[config.mk]
export PLATFORM = sky130hd
export DESIGN_NAME = dbu_top
export DESIGN_NICKNAME = d
export VERILOG_FILES = /design/src/shared/dbu_pkg.sv /design/src/rtl/dbu_match.sv /design/src/rtl/dbu_step.sv /design/src/rtl/dbu_top.sv
export SDC_FILE = /design/constraint.sdc
export NUM_CORES = 1
export LEC_CHECK = 0
export ABC_CLOCK_PERIOD_IN_PS = 3500
export BUFFER_PORTS_ARGS = -buffer_cell sky130_fd_sc_hd__buf_2
export CORE_AREA = 2 2 232 234
export DETAILED_ROUTE_END_ITERATION = 8
export DIE_AREA = 0 0 234 236
export GPL_TIMING_DRIVEN = 0
export PLACE_DENSITY = 0.67
export SLEW_MARGIN = 0
export SYNTH_ARGS = -nofsm -noshare
export SYNTH_HDL_FRONTEND = slang
export SYNTH_SLANG_ARGS = --single-unit
[constraint.sdc]
create_clock -name pclk -period 3.5 [get_ports pclk]
set_input_delay 0 -clock pclk [delete_from_list [all_inputs] [get_ports pclk]]
set_output_delay 0 -clock pclk [all_outputs]
set_load 0.01 [all_outputs]
[src/shared/dbu_pkg.sv]
// Constants and register layout shared by the debug breakpoint unit files
package dbu_pkg;

  localparam int          NBP          = 4;
  localparam int          STEP_BIT     = 8;

  // Register byte offsets on the register bus
  localparam logic [7:0]  OFF_ADDR0    = 8'h00;
  localparam logic [7:0]  OFF_ADDR1    = 8'h04;
  localparam logic [7:0]  OFF_ADDR2    = 8'h08;
  localparam logic [7:0]  OFF_ADDR3    = 8'h0C;
  localparam logic [7:0]  OFF_STATUS   = 8'h18;
  localparam logic [7:0]  OFF_CTRL     = 8'h1C;

  // breakpoint_control field positions
  localparam int          CTL_LE_BIT   = 8;
  localparam int          CTL_GE_BIT   = 9;
  localparam int          CTL_GD_BIT   = 13;
  localparam int          CTL_RW_BASE  = 16;
  localparam int          CTL_LEN_BASE = 18;
  localparam int          CTL_FLD_STEP = 4;
  localparam logic [31:0] CTL_LOCAL_MSK = 32'h0000_0155;
  localparam logic [31:0] CTL_WMASK    = 32'hFFFF_23FF;

  // breakpoint_status_reg field positions
  localparam int          STS_GUARD_BIT = 13;
  localparam int          STS_STEP_BIT  = 14;
  localparam logic [31:0] STS_WMASK    = 32'h0000_600F;

  // Values after reset
  localparam logic [31:0] ADDR_RESET   = 32'h0000_0000;
  localparam logic [31:0] CTRL_RESET   = 32'h0000_0000;
  localparam logic [31:0] STS_RESET    = 32'h0000_0000;

  // access_type_code and match_size_code encodings
  localparam logic [1:0]  RW_EXEC      = 2'h0;
  localparam logic [1:0]  RW_WR        = 2'h1;
  localparam logic [1:0]  RW_RDWR      = 2'h3;
  localparam logic [1:0]  LEN_2        = 2'h1;
  localparam logic [1:0]  LEN_4        = 2'h3;

endpackage

[src/rtl/dbu_match.sv]
// Address comparator for one linear-address breakpoint
`timescale 1ns/1ps
module dbu_match
  import dbu_pkg::*;
(
  input  wire logic [31:0] bp_addr,
  input  wire logic [1:0]  size_code,
  input  wire logic [1:0]  type_code,
  input  wire logic        exec_valid,
  input  wire logic [31:0] exec_addr,
  input  wire logic        data_valid,
  input  wire logic [31:0] data_addr,
  input  wire logic [1:0]  data_len,
  input  wire logic        data_write,
  output logic             exec_hit,
  output logic             data_hit
);

  logic [32:0] fld_lo;
  logic [32:0] fld_hi;
  logic [32:0] acc_lo;
  logic [32:0] acc_hi;
  logic        type_ok;

  always_comb begin
    fld_lo = {1'b0, bp_addr};
    fld_hi = fld_lo;
    // Undefined size code 10 falls back to a single byte
    unique case (size_code)
      LEN_2: begin
        fld_lo[0] = 1'b0;
        fld_hi    = fld_lo + 33'h0_0000_0001;
      end
      LEN_4: begin
        fld_lo[1:0] = 2'b00;
        fld_hi      = fld_lo + 33'h0_0000_0003;
      end
      default: fld_hi = fld_lo;
    endcase
    acc_lo = {1'b0, data_addr};
    acc_hi = acc_lo + 33'(data_len);
  end

  // Code 10 never matches, so a misprogrammed breakpoint stays silent
  assign type_ok  = ((type_code == RW_WR) && data_write) || (type_code == RW_RDWR);
  // Any byte overlap counts, whole or partial
  assign data_hit = data_valid && type_ok && (acc_lo <= fld_hi) && (fld_lo <= acc_hi);
  // Only the first byte of the instruction matches
  assign exec_hit = exec_valid && (type_code == RW_EXEC) && (exec_addr == bp_addr);

endmodule // dbu_match

[src/rtl/dbu_step.sv]
// Single-step trap detector
`timescale 1ns/1ps
module dbu_step
  import dbu_pkg::*;
(
  input  wire logic pclk,
  input  wire logic presetn,
  input  wire logic instr_done,
  input  wire logic step_flag,
  output logic      step_trap
);

  logic armed_ff;

  // Flag as seen at the previous completion; the setting instruction is skipped
  always_ff @(posedge pclk or negedge presetn) begin
    if (!presetn) begin
      armed_ff <= 1'b0;
    end else if (instr_done) begin
      armed_ff <= step_flag;
    end
  end

  assign step_trap = instr_done && armed_ff && step_flag;

endmodule // dbu_step

[src/rtl/dbu_top.sv]
// Debug breakpoint unit: breakpoints, single step, debug register guard
//
// Functional notes
// - Trap on vector 1 when step flag set
// - Step trap after instruction following the setter
// - Trap return pointer addresses next instruction
// - All breakpoints disabled after reset
// - Four 32-bit linear addresses compared continuously
// - Size code selects byte, word, doubleword field
// - Type code: execute, write, read-or-write
// - Execute breakpoint faults; data breakpoint traps
// - Any byte overlap triggers data breakpoint
// - Execute match only at instruction start
// - Register access only real mode or level 0
// - Guard bit makes register access fault
// - Guard bit cleared on handler entry
// - Data breakpoints always reported exactly
// - Task switch clears local exact-match bit and local enables
// - Local or global enable arms breakpoint
// - Task switch clears local enables and local exact-match bit only
// - Status flags set by hardware, cleared only by software write
// - Enabled hit sets all matching flags
// - Guard fault sets guard status flag
// - Step trap sets step status flag
`timescale 1ns/1ps
module dbu_top
  import dbu_pkg::*;
(
  input  wire logic        pclk,
  input  wire logic        presetn,
  input  wire logic        psel,
  input  wire logic        penable,
  input  wire logic        pwrite,
  input  wire logic [7:0]  paddr,
  input  wire logic [31:0] pwdata,
  output logic [31:0]      prdata,
  output logic             pready,
  output logic             pslverr,
  input  wire logic        instr_done,
  input  wire logic [31:0] processor_flags_register,
  input  wire logic [31:0] next_ptr,
  input  wire logic        exec_valid,
  input  wire logic [31:0] exec_addr,
  input  wire logic        data_valid,
  input  wire logic [31:0] data_addr,
  input  wire logic [1:0]  data_len,
  input  wire logic        data_write,
  input  wire logic        task_switch,
  input  wire logic        dreg_req,
  input  wire logic        dreg_write,
  input  wire logic [2:0]  dreg_sel,
  input  wire logic [31:0] dreg_wdata,
  input  wire logic        real_mode,
  input  wire logic [1:0]  priv_level,
  output logic             exc1,
  output logic             exc1_fault,
  output logic [31:0]      return_pointer,
  output logic             dreg_done,
  output logic             dreg_denied,
  output logic [31:0]      dreg_rdata
);

  logic [31:0]    bp_addr_ff [NBP];
  logic [31:0]    ctrl_ff;
  logic [31:0]    status_ff;
  logic [NBP-1:0] pend_ff;
  logic [31:0]    prdata_ff;
  logic           pready_ff;
  logic           pslverr_ff;
  logic           exc1_ff;
  logic           exc1_fault_ff;
  logic [31:0]    ret_ptr_ff;
  logic           dreg_done_ff;
  logic           dreg_denied_ff;
  logic [31:0]    dreg_rdata_ff;

  logic [NBP-1:0] armed;
  logic [NBP-1:0] exec_hit;
  logic [NBP-1:0] data_hit;
  logic           step_trap;
  logic           guard_on;
  logic           dreg_priv_ok;
  logic           guard_fault;
  logic           exec_fault;
  logic           trap_now;
  logic           enter_handler;
  logic           apb_take;
  logic           apb_wr;
  logic           core_ok;
  logic           core_wr;
  logic           wr_en;
  logic [7:0]     wr_off;
  logic [31:0]    wr_data;
  logic [7:0]     core_off;
  logic [32:0]    apb_rd;
  logic [32:0]    core_rd;
  logic [NBP-1:0] nxt_flags;
  logic [31:0]    nxt_ctrl;
  logic [31:0]    nxt_status;

  // Read decode shared by the bus and the core; bit 32 marks a mapped offset
  function automatic logic [32:0] rd_mux(input logic [7:0] off,
                                         input logic [31:0] a0,
                                         input logic [31:0] a1,
                                         input logic [31:0] a2,
                                         input logic [31:0] a3,
                                         input logic [31:0] sts,
                                         input logic [31:0] ctl);
    logic [32:0] r;
    r = 33'h0_0000_0000;
    unique case (off)
      OFF_ADDR0:  r = {1'b1, a0};
      OFF_ADDR1:  r = {1'b1, a1};
      OFF_ADDR2:  r = {1'b1, a2};
      OFF_ADDR3:  r = {1'b1, a3};
      OFF_STATUS: r = {1'b1, sts};
      OFF_CTRL:   r = {1'b1, ctl};
      default:    r = 33'h0_0000_0000;
    endcase
    return r;
  endfunction

  // One comparator per breakpoint, all running every cycle
  genvar gi;
  generate
    for (gi = 0; gi < NBP; gi++) begin : g_bp
      assign armed[gi] = ctrl_ff[2*gi] | ctrl_ff[2*gi+1];
      dbu_match u_match (
        .bp_addr    (bp_addr_ff[gi]),
        .size_code  (ctrl_ff[CTL_LEN_BASE + CTL_FLD_STEP*gi +: 2]),
        .type_code  (ctrl_ff[CTL_RW_BASE + CTL_FLD_STEP*gi +: 2]),
        .exec_valid (exec_valid),
        .exec_addr  (exec_addr),
        .data_valid (data_valid),
        .data_addr  (data_addr),
        .data_len   (data_len),
        .data_write (data_write),
        .exec_hit   (exec_hit[gi]),
        .data_hit   (data_hit[gi])
      );
    end
  endgenerate

  dbu_step u_step (
    .pclk       (pclk),
    .presetn    (presetn),
    .instr_done (instr_done),
    .step_flag  (processor_flags_register[STEP_BIT]),
    .step_trap  (step_trap)
  );

  // Core-side debug register access checks
  assign guard_on     = ctrl_ff[CTL_GD_BIT];
  assign dreg_priv_ok = real_mode || (priv_level == 2'b00);
  assign guard_fault  = dreg_req && guard_on;
  assign core_ok      = dreg_req && !guard_on && dreg_priv_ok;
  assign core_off     = {3'b000, dreg_sel, 2'b00};

  // Exception sources
  assign exec_fault = exec_valid && |(exec_hit & armed);
  // Data hits wait for the instruction boundary so the trap is exact
  assign trap_now   = instr_done && (step_trap || |pend_ff || |(data_hit & armed));
  // Every cause folds into a single entry
  assign enter_handler = trap_now || exec_fault || guard_fault;

  // Register bus: one wait state, write commits on the completing edge
  assign apb_take = psel && penable && !pready_ff;
  assign apb_wr   = psel && penable && pready_ff && pwrite;
  assign core_wr  = core_ok && dreg_write;
  assign apb_rd   = rd_mux(paddr, bp_addr_ff[0], bp_addr_ff[1], bp_addr_ff[2],
                           bp_addr_ff[3], status_ff, ctrl_ff);
  assign core_rd  = rd_mux(core_off, bp_addr_ff[0], bp_addr_ff[1], bp_addr_ff[2],
                           bp_addr_ff[3], status_ff, ctrl_ff);

  // Bus write wins a same-cycle collision with a core write
  always_comb begin
    wr_en   = apb_wr || core_wr;
    wr_off  = apb_wr ? paddr : core_off;
    wr_data = apb_wr ? pwdata : dreg_wdata;
  end

  // Ready follows every access phase after exactly one wait state
  always_ff @(posedge pclk or negedge presetn) begin
    if (!presetn) begin
      pready_ff <= 1'b0;
    end else begin
      pready_ff <= apb_take;
    end
  end

  // Read data and error stand only in the ready cycle, zero otherwise
  always_ff @(posedge pclk or negedge presetn) begin
    if (!presetn) begin
      prdata_ff  <= 32'h0000_0000;
      pslverr_ff <= 1'b0;
    end else begin
      if (apb_take) begin
        prdata_ff  <= pwrite ? 32'h0000_0000 : apb_rd[31:0];
        pslverr_ff <= !apb_rd[32];
      end else begin
        prdata_ff  <= 32'h0000_0000;
        pslverr_ff <= 1'b0;
      end
    end
  end

  // Breakpoint address registers
  always_ff @(posedge pclk or negedge presetn) begin
    if (!presetn) begin
      for (int i = 0; i < NBP; i++) begin
        bp_addr_ff[i] <= ADDR_RESET;
      end
    end else if (wr_en) begin
      for (int i = 0; i < NBP; i++) begin
        if (wr_off == OFF_ADDR0 + 8'(4*i)) begin
          bp_addr_ff[i] <= wr_data;
        end
      end
    end
  end

  // Control: task switch and handler entry act after any software write
  always_comb begin
    nxt_ctrl = ctrl_ff;
    if (wr_en && (wr_off == OFF_CTRL)) begin
      nxt_ctrl = wr_data & CTL_WMASK;
    end
    if (task_switch) begin
      nxt_ctrl = nxt_ctrl & ~CTL_LOCAL_MSK;
      nxt_ctrl[CTL_LE_BIT] = 1'b0;
    end
    if (enter_handler) begin
      nxt_ctrl[CTL_GD_BIT] = 1'b0;
    end
  end

  always_ff @(posedge pclk or negedge presetn) begin
    if (!presetn) begin
      ctrl_ff <= CTRL_RESET;
    end else begin
      ctrl_ff <= nxt_ctrl;
    end
  end

  // Unarmed matches are recorded only when some armed match fires with them
  always_comb begin
    nxt_flags = '0;
    if (|(exec_hit & armed) || |(data_hit & armed)) begin
      nxt_flags = exec_hit | data_hit;
    end
  end

  // Status: hardware sets win over a software write in the same cycle
  always_comb begin
    nxt_status = status_ff;
    if (wr_en && (wr_off == OFF_STATUS)) begin
      nxt_status = wr_data & STS_WMASK;
    end
    nxt_status[NBP-1:0] = nxt_status[NBP-1:0] | nxt_flags;
    if (guard_fault) begin
      nxt_status[STS_GUARD_BIT] = 1'b1;
    end
    if (step_trap) begin
      nxt_status[STS_STEP_BIT] = 1'b1;
    end
  end

  always_ff @(posedge pclk or negedge presetn) begin
    if (!presetn) begin
      status_ff <= STS_RESET;
    end else begin
      status_ff <= nxt_status;
    end
  end

  // Data hits raised mid-instruction wait for the boundary
  always_ff @(posedge pclk or negedge presetn) begin
    if (!presetn) begin
      pend_ff <= '0;
    end else if (instr_done) begin
      pend_ff <= '0;
    end else begin
      pend_ff <= pend_ff | (data_hit & armed);
    end
  end

  // Exception request to the sequencer; a boundary trap outranks a fault
  always_ff @(posedge pclk or negedge presetn) begin
    if (!presetn) begin
      exc1_ff       <= 1'b0;
      exc1_fault_ff <= 1'b0;
    end else begin
      exc1_ff       <= enter_handler;
      exc1_fault_ff <= !trap_now && (exec_fault || guard_fault);
    end
  end

  // Return pointer holds between entries so the sequencer may read it late
  always_ff @(posedge pclk or negedge presetn) begin
    if (!presetn) begin
      ret_ptr_ff <= 32'h0000_0000;
    end else begin
      if (trap_now) begin
        ret_ptr_ff <= next_ptr;
      end else if (exec_fault || guard_fault) begin
        ret_ptr_ff <= exec_addr;
      end
    end
  end

  // Core debug register answers, one cycle after the request
  always_ff @(posedge pclk or negedge presetn) begin
    if (!presetn) begin
      dreg_done_ff   <= 1'b0;
      dreg_denied_ff <= 1'b0;
    end else begin
      dreg_done_ff   <= core_ok;
      dreg_denied_ff <= dreg_req && !guard_on && !dreg_priv_ok;
    end
  end

  // Read data holds, so a slow core may pick it up after the pulse
  always_ff @(posedge pclk or negedge presetn) begin
    if (!presetn) begin
      dreg_rdata_ff <= 32'h0000_0000;
    end else begin
      if (core_ok && !dreg_write) begin
        dreg_rdata_ff <= core_rd[31:0];
      end
    end
  end

  assign prdata         = prdata_ff;
  assign pready         = pready_ff;
  assign pslverr        = pslverr_ff;
  assign exc1           = exc1_ff;
  assign exc1_fault     = exc1_fault_ff;
  assign return_pointer = ret_ptr_ff;
  assign dreg_done      = dreg_done_ff;
  assign dreg_denied    = dreg_denied_ff;
  assign dreg_rdata     = dreg_rdata_ff;

endmodule // dbu_top

==> metrics.txt, run 1 <==
Fillers 4910; Boundary Pins 322; crit path max fanout 6; Max H-tree Level 1; Initial Util 39.5%; Sink Count 268; P&R area growth vs syn 25.6%; Ys Warns 0; routed vias/inst 6.21; Clock Skews 0.0284 ns; vias in the first global route 21200; RSZ-0062 raised after global routing yes; most common cell after layout, fill and taps aside dfrtp_1; Synth async-reset ratio 100%; largest net degree at the start of global routing 120; DRT Pass-1 Iters 5; Tcrit/Tclk final 132%; CP Class flop to flop; routed vias 21800; final setup fails 43; EDFF count, synth 0; hold_sp priv_level[0]; register bit total from synthesis 268; DRC viols 0; crit start category flop; Peak supply drop 0.000459 V; gpl congestion 1.09; dpl hpwl 85.3 mm; leading area contributor after synthesis dfrtp_1; post-synthesis cell count 2359; Routed wire per std cell 31.6 um; Core Area 53100 um2; Initial DRC Count 2623; Worst EP arrival 5.11 ns; commonest cells after routing, fill and taps aside dfrtp_1 (267), ha_1 (251), buf_2 (242), nand2_1 (223), a21oi_1 (216); Chip Height 236 um; clock latency on the worst-skew pair 0.60 ns; Worst-Margin Slew 1.31 ns; status finished with violations; nets 3274; r2r setup slk -1.13 ns; Cell Pwr Density 578 nW/um2; Rel. slew slack 12.6%; Post-DRT Antenna Nets 0; Yosys cell types 72; Min-Delay Path Class input port to flop; Root Driver clkbuf_16; sequential area share after synthesis 32.0%; Synth area leaders dfrtp_1 (32%), ha_1 (15%), a21oi_1 (5.3%); die area 55200 um2; drt total wl 111 mm; mapped cell area 20900 um2; Site Rows 85; Synth Flop Type dfrtp_1; launch point of the worst path bp_addr_ff[47]; Mapped Nets 2838; Final Worst Setup Slack -1.13 ns; worst r2r src bp_addr_ff[47]; Max clock buf depth 3; Total GRT Usage 39.5%; worst hold slack 0.0153 ns; Final Hold Fails 0; CTS tree built; PortBufs 254; Req. time, crit path 3.98 ns; grt ovf 0; initial antenna violation count 2; Num CTS Buffers 30; failing checks negative setup slack; fmax 0.216 GHz; critical path endpoint category flop; Pleak 0.0123 uW; Die W 234 um; first-pass GRT wire length 153 mm; Final Core Density 49.6%; Syn Area/Cell 8.88 um2; Max-Cap Viols 0; Slew Limit Fails 0; fraction of layout cells with a size suffix above 1 18.3%; Worst-path clk slew 0.06 ns; post-synth top area share 32.0%; Min Clock Period, post-route 4.63 ns
[routing by layer]
layer	track usage (%)	wire length, um	vias up
li1	-	-	9349
met1	53.0	44600	10700
met2	57.8	46900	1486
met3	9.67	12400	286
met4	21.9	7230	2
met5	0	9	-
[cell families (layout without fill, tap and decap cells)]
kind of cell / Yosys count / count (layout) / synth area share (%)
AND/OR/NAND/NOR: 644 / 644 / 14.4
XOR/XNOR: 158 / 158 / 6.61
flip-flops: 268 / 268 / 32.0
adder cells (fa/ha/maj): 259 / 259 / 15.5
other: 0 / 2 / 0
AO/OA/AOI/OAI: 585 / 585 / 16.7
buffers and inverters: 269 / 728 / 4.93
multiplexers: 176 / 176 / 9.84
[timing repair]
item / in CTS / in global routing
hold buffers: 111 / 0
setup endpoints to repair: 61 / 78
gates cloned: 1 / 1
setup buffers: 25 / 10
pin swaps: 26 / 12
gates resized for setup: 83 / 36
endpoints found under the hold margin: 457 / 0
[synth_stat cells (4+ instances only)]
library cell	number
inv_1	145
or2_2	6
nand2b_1	10
o21a_1	4
xor2_1	91
a22o_1	20
a21oi_1	220
a221oi_1	23
nor2b_1	12
and4_1	6
o22ai_1	25
mux2_1	7
a21o_1	18
nor4_1	28
o211ai_1	9
nor2_1	175
clkbuf_1	111
mux4_2	11
a22oi_1	22
and2_1	9
o21bai_1	4
dfrtp_1	268
a21boi_0	7
nand4_1	68
or4_1	6
a211oi_1	23
o21ai_0	174
nand2_1	225
mux2i_1	97
o221ai_1	4
nand3_1	43
ha_1	258
mux2_4	20
and3_1	16
buf_1	10
or3_1	5
nor3_1	20
mux2_2	41
xnor2_1	67
[registers in the layout, indices dropped and copies added (netlist names), 4 cells and up]
| register | count |
|---|---|
| status_ff | 6 |
| bp_addr_ff | 128 |
| pend_ff | 4 |
| return_pointer | 32 |
| ctrl_ff | 27 |
| prdata | 32 |
| dreg_rdata | 32 |
[final cells by class]
| cell class | instances | area (um2) | share of cell area, % |
|---|---|---|---|
| Timing Repair Buffer | 404 | 2870 | 10.9 |
| Tap cell | 696 | 871 | 3.31 |
| Clock inverter | 14 | 158 | 0.599 |
| Multi-Input combinational cell | 1822 | 13800 | 52.3 |
| Sequential cell | 268 | 6710 | 25.5 |
| Inverter | 145 | 544 | 2.07 |
| Clock buffer | 41 | 853 | 3.24 |
| Antenna cell | 2 | 5.00 | 0.0190 |
| Buffer | 124 | 531 | 2.02 |
[critical path: stages (launching register included)]
cell and delay, ns:
dfrtp_1 0.64, inv_1 0.11, ha_1 0.33, nand4_1 0.25, nor4_2 0.84, o31ai_1 0.26
o211ai_1 0.39, a31oi_1 0.37, o221ai_2 0.20, nand2_2 0.10, o41ai_4 0.26, buf_6 0.16
buf_12 0.12, clkbuf_16 0.15, mux2_4 0.30
[per-stage QoR]
stage	worst slack, ns	cell area (um2)	total power (uW)	instances	setup TNS, ns
after detailed placement	-3.44	23300	11200	3311	-137.13
after floorplan	-0.917	21000	8310	2359	-31.23
final	-1.13	26300	15200	3516	-40.73
after global routing	-1.19	26300	15800	3515	-43.69
after global placement	-3.47	23200	11000	3309	-808.98
after CTS	-1.02	26000	14800	3503	-36.57
[final timing paths]
| path | end | cells after the start |
|---|---|---|
| max in group asynchronous | bp_addr_ff[92] | 4 |
| worst max-delay path | return_pointer[7] | 14 |
| worst max register to register | return_pointer[7] | 14 |
| worst min-delay path | dreg_done | 4 |
| worst min register to register | dreg_rdata[10] | 2 |
| min in group asynchronous | bp_addr_ff[98] | 4 |
[where the power goes]
part           total [uW]  switching [uW]  internal, uW
Combinational        6030            3300          2740
Clock                3310            1380          1920
Sequential           5870            2020          3850
Total               15200            6700          8510
No activity file was read; power rests on OpenSTA's default activity.
==> inputs of run 2 (changes only) <==
--- a/config.mk
+++ b/config.mk
@@ -5,13 +5,14 @@
 export SDC_FILE = /design/constraint.sdc
 export NUM_CORES = 1
 export LEC_CHECK = 0
+export ABC_AREA = 1
 export ABC_CLOCK_PERIOD_IN_PS = 3500
 export BUFFER_PORTS_ARGS = -buffer_cell sky130_fd_sc_hd__buf_2
-export CORE_AREA = 2 2 232 234
+export CORE_AREA = 2 2 237 239
 export DETAILED_ROUTE_END_ITERATION = 8
-export DIE_AREA = 0 0 234 236
+export DIE_AREA = 0 0 239 241
 export GPL_TIMING_DRIVEN = 0
-export PLACE_DENSITY = 0.67
+export PLACE_DENSITY = 0.66
 export SLEW_MARGIN = 0
 export SYNTH_ARGS = -nofsm -noshare
 export SYNTH_HDL_FRONTEND = slang
==> metrics.txt, run 2 <==
Initial DRC Count 2762 (+5.3%); mapped cell area 21900 um2 (+4.4%); most frequent CP cell nand2_1; grt ovf 0 (unchanged); Min-Delay Path Class input port to async pin; largest net degree at the start of global routing 114 (-5.0%); Total GRT Usage 37.9% (-1.6 points); DRT Pass-1 Iters 6 (+1); Clock Skews 0.0224 ns (-0.00599 ns); Worst-Margin Slew 1.58 ns (+0.276 ns); P&R area growth vs syn 28.8%; buffer and inverter count on the worst path 4 (unchanged); Peak supply drop 0.000425 V (-7.3%); fmax 0.266 GHz (+23%); leading area contributor after synthesis dfrtp_1; crit-path leading delay family simple AND/OR/NAND/NOR gates; fraction of layout cells with a size suffix above 1 17.9% (-0.49 points); routed vias/inst 5.85 (-5.8%); Req. time, crit path 4.00 ns (+0.02 ns); Boundary Pins 322 (unchanged); drt total wl 112 mm (+1.0%); CTS tree built; largest reg by FF count bp_addr_ff; Die W 239 um (+2.1%); Post-DRT Antenna Nets 0 (unchanged); CP peak stage delay 0.30 ns (-0.54 ns); register bit total from synthesis 268 (unchanged); Synth async-reset ratio 100% (unchanged); Core Area 54900 um2 (+3.4%); Max-Cap Viols 3 (+3); Pleak 0.0138 uW (+12%); Num CTS Buffers 34 (+13%); Max H-tree Level 2 (+1); Syn Area/Cell 7.30 um2 (-18%); PortBufs 270 (+6.3%); Synth area leaders dfrtp_1 (31%), ha_1 (15%), nand2_1 (13%); Final Hold Fails 0 (unchanged); Mapped Nets 3472 (+22%); placed cells 3970 (+20%); Synth Flop Type dfrtp_1; Non-Filler Instances 4205 (+20%); dpl hpwl 85.4 mm (+0.19%); DRC viols 0 (unchanged); crit start category input port; Ys Warns 0 (unchanged); Worst-path clk slew 0.06 ns (about the same); max reg flops 128 (unchanged); Place WS -1.58 ns (+1.86 ns); most frequent cells after synthesis nand2_1 (764), inv_1 (339), dfrtp_1 (268), ha_1 (258), nor2_1 (221); Max clock buf depth 3 (unchanged); status finished with violations; gpl congestion 1.06 (-2.6%); clock latency on the worst-skew pair 0.56 ns (-0.04 ns); Yosys cell types 55 (-24%); initial antenna violation count 4 (+2); Rel. slew slack -5.46% (-18 points); EDFF count, synth 0 (unchanged); CP Class input port to flop; failing checks max-capacitance violations, max-slew violations, negative setup slack; critical path endpoint category flop; worst hold slack 0.0376 ns (+0.0223 ns); routed vias 24600 (+13%); Cell Pwr Density 601 nW/um2 (+4.0%); area post-placement 24200 um2 (+4.1%); nets 3956 (+21%); most common cell after layout, fill and taps aside nand2_1; count leader, synth nand2_1; first-pass GRT wire length 156 mm (+2.3%); Slew Limit Fails 23 (+23); Initial Util 39.8% (+0.37 points); sequential area share after synthesis 30.7% (-1.3 points); commonest cells after routing, fill and taps aside nand2_1 (746), inv_1 (335), buf_2 (285), dfrtp_1 (268), ha_1 (245); Min Clock Period, post-route 3.76 ns (-0.864 ns); RSZ-0062 raised after global routing yes; Sink Count 268 (unchanged); Finished Cell Area 28200 um2 (+7.0%); crit path max fanout 6 (unchanged); post-synth top area share 30.7% (-1.3 points); CP max-delay cell ha_1; die area 57600 um2 (+4.3%); Tcrit/Tclk final 107% (-25 points); Routed wire per std cell 26.7 um (-16%); Final Worst Setup Slack -0.261 ns (+0.864 ns); post-synthesis cell count 2993 (+27%); Site Rows 86 (+1.2%); r2r setup slk -0.21 ns (+0.92 ns); Root Driver clkbuf_16; vias in the first global route 23000 (+8.4%); Worst EP arrival 4.26 ns (-0.85 ns); final setup fails 40 (-7.0%); Chip Height 241 um (+2.1%)
[run 2: final cells by class]
| type | instances | area, um2 |
|---|---|---|
| sequential | 268 | 6710 |
| multi-input combinational | 2271 | 14300 |
| fill | 5362 | 26700 |
| timing repair buffer | 448 | 3240 |
| inverter | 348 | 1310 |
| buffer | 106 | 539 |
| tap | 704 | 881 |
| antenna | 1 | 2.50 |
| clock inverter | 10 | 164 |
| clock buffer | 49 | 1010 |
[run 2: worst reg2reg max path, cell delays in order, from the launching register on]
cell	delay, ns
dfrtp_1	0.50
inv_1	0.13
ha_1	0.33
nand3_1	0.16
nor3_1	0.79
nand3_1	0.24
nor2_1	0.16
nor2_1	0.06
nand2_1	0.05
nand2_1	0.10
nand4_4	0.13
nand2_2	0.08
nor2_4	0.15
nand2_4	0.08
nand2_4	0.08
buf_12	0.14
bufbuf_16	0.27
nand3_2	0.09
nand3_2	0.09
[run 2: metrics by stage]
stage	util [%]	setup TNS, ns	total power [uW]
after floorplan	-	0	9180
after global routing	51.3	-13.24	17800
after global placement	44.0	-835.26	11800
after CTS	50.0	-10.84	16200
final	51.3	-8.37	16900
after detailed placement	44.1	-61.54	11900
[run 2: cells by family (layout without fill, tap and decap cells)]
group | count (synthesis) | after routing | synth area share [%]
AO/OA/AOI/OAI | 527 | 527 | 13.7
adder cells (fa/ha/maj) | 259 | 259 | 14.9
other | 0 | 1 | 0
multiplexers | 21 | 21 | 1.08
AND/OR/NAND/NOR | 1358 | 1358 | 27.3
XOR/XNOR | 106 | 106 | 4.25
flip-flops | 268 | 268 | 30.7
buffers and inverters | 454 | 961 | 8.17
[run 2: where the power goes]
group          leakage [uW]  switching, uW  total (uW)  internal [uW]
Sequential          0.00327           1120        5150           4030
Combinational       0.00994           4930        7920           2990
Clock              0.000574           1550        3850           2300
[run 2: worst paths after layout]
kind	from	endpoint	cells past startpoint
worst max-delay path	data_addr[1]	return_pointer[18]	31
worst min-delay path	presetn	dreg_rdata[27]	3
worst max register to register	bp_addr_ff[127]	return_pointer[18]	18
worst min register to register	dreg_rdata[18]	dreg_rdata[18]	1
max in group asynchronous	presetn	prdata[11]	3
min in group pclk	paddr[7]	pslverr	5
[run 2: per-layer routing]
metal	global-route usage, %	vias up	part of all wire, %
li1	-	11000	-
met5	0	-	0.020
met2	57.5	1520	43
met1	48.7	11700	39
met4	25.1	4	7.8
met3	8.01	407	10
[run 2: timing repair]
action | CTS | global route
setup endpoints to repair | 42 | 66
endpoints found under the hold margin | 439 | 0
setup buffers | 18 | 20
hold buffers | 138 | 0
cloned | 1 | 0
pin swaps | 39 | 43
gates resized for setup | 95 | 118
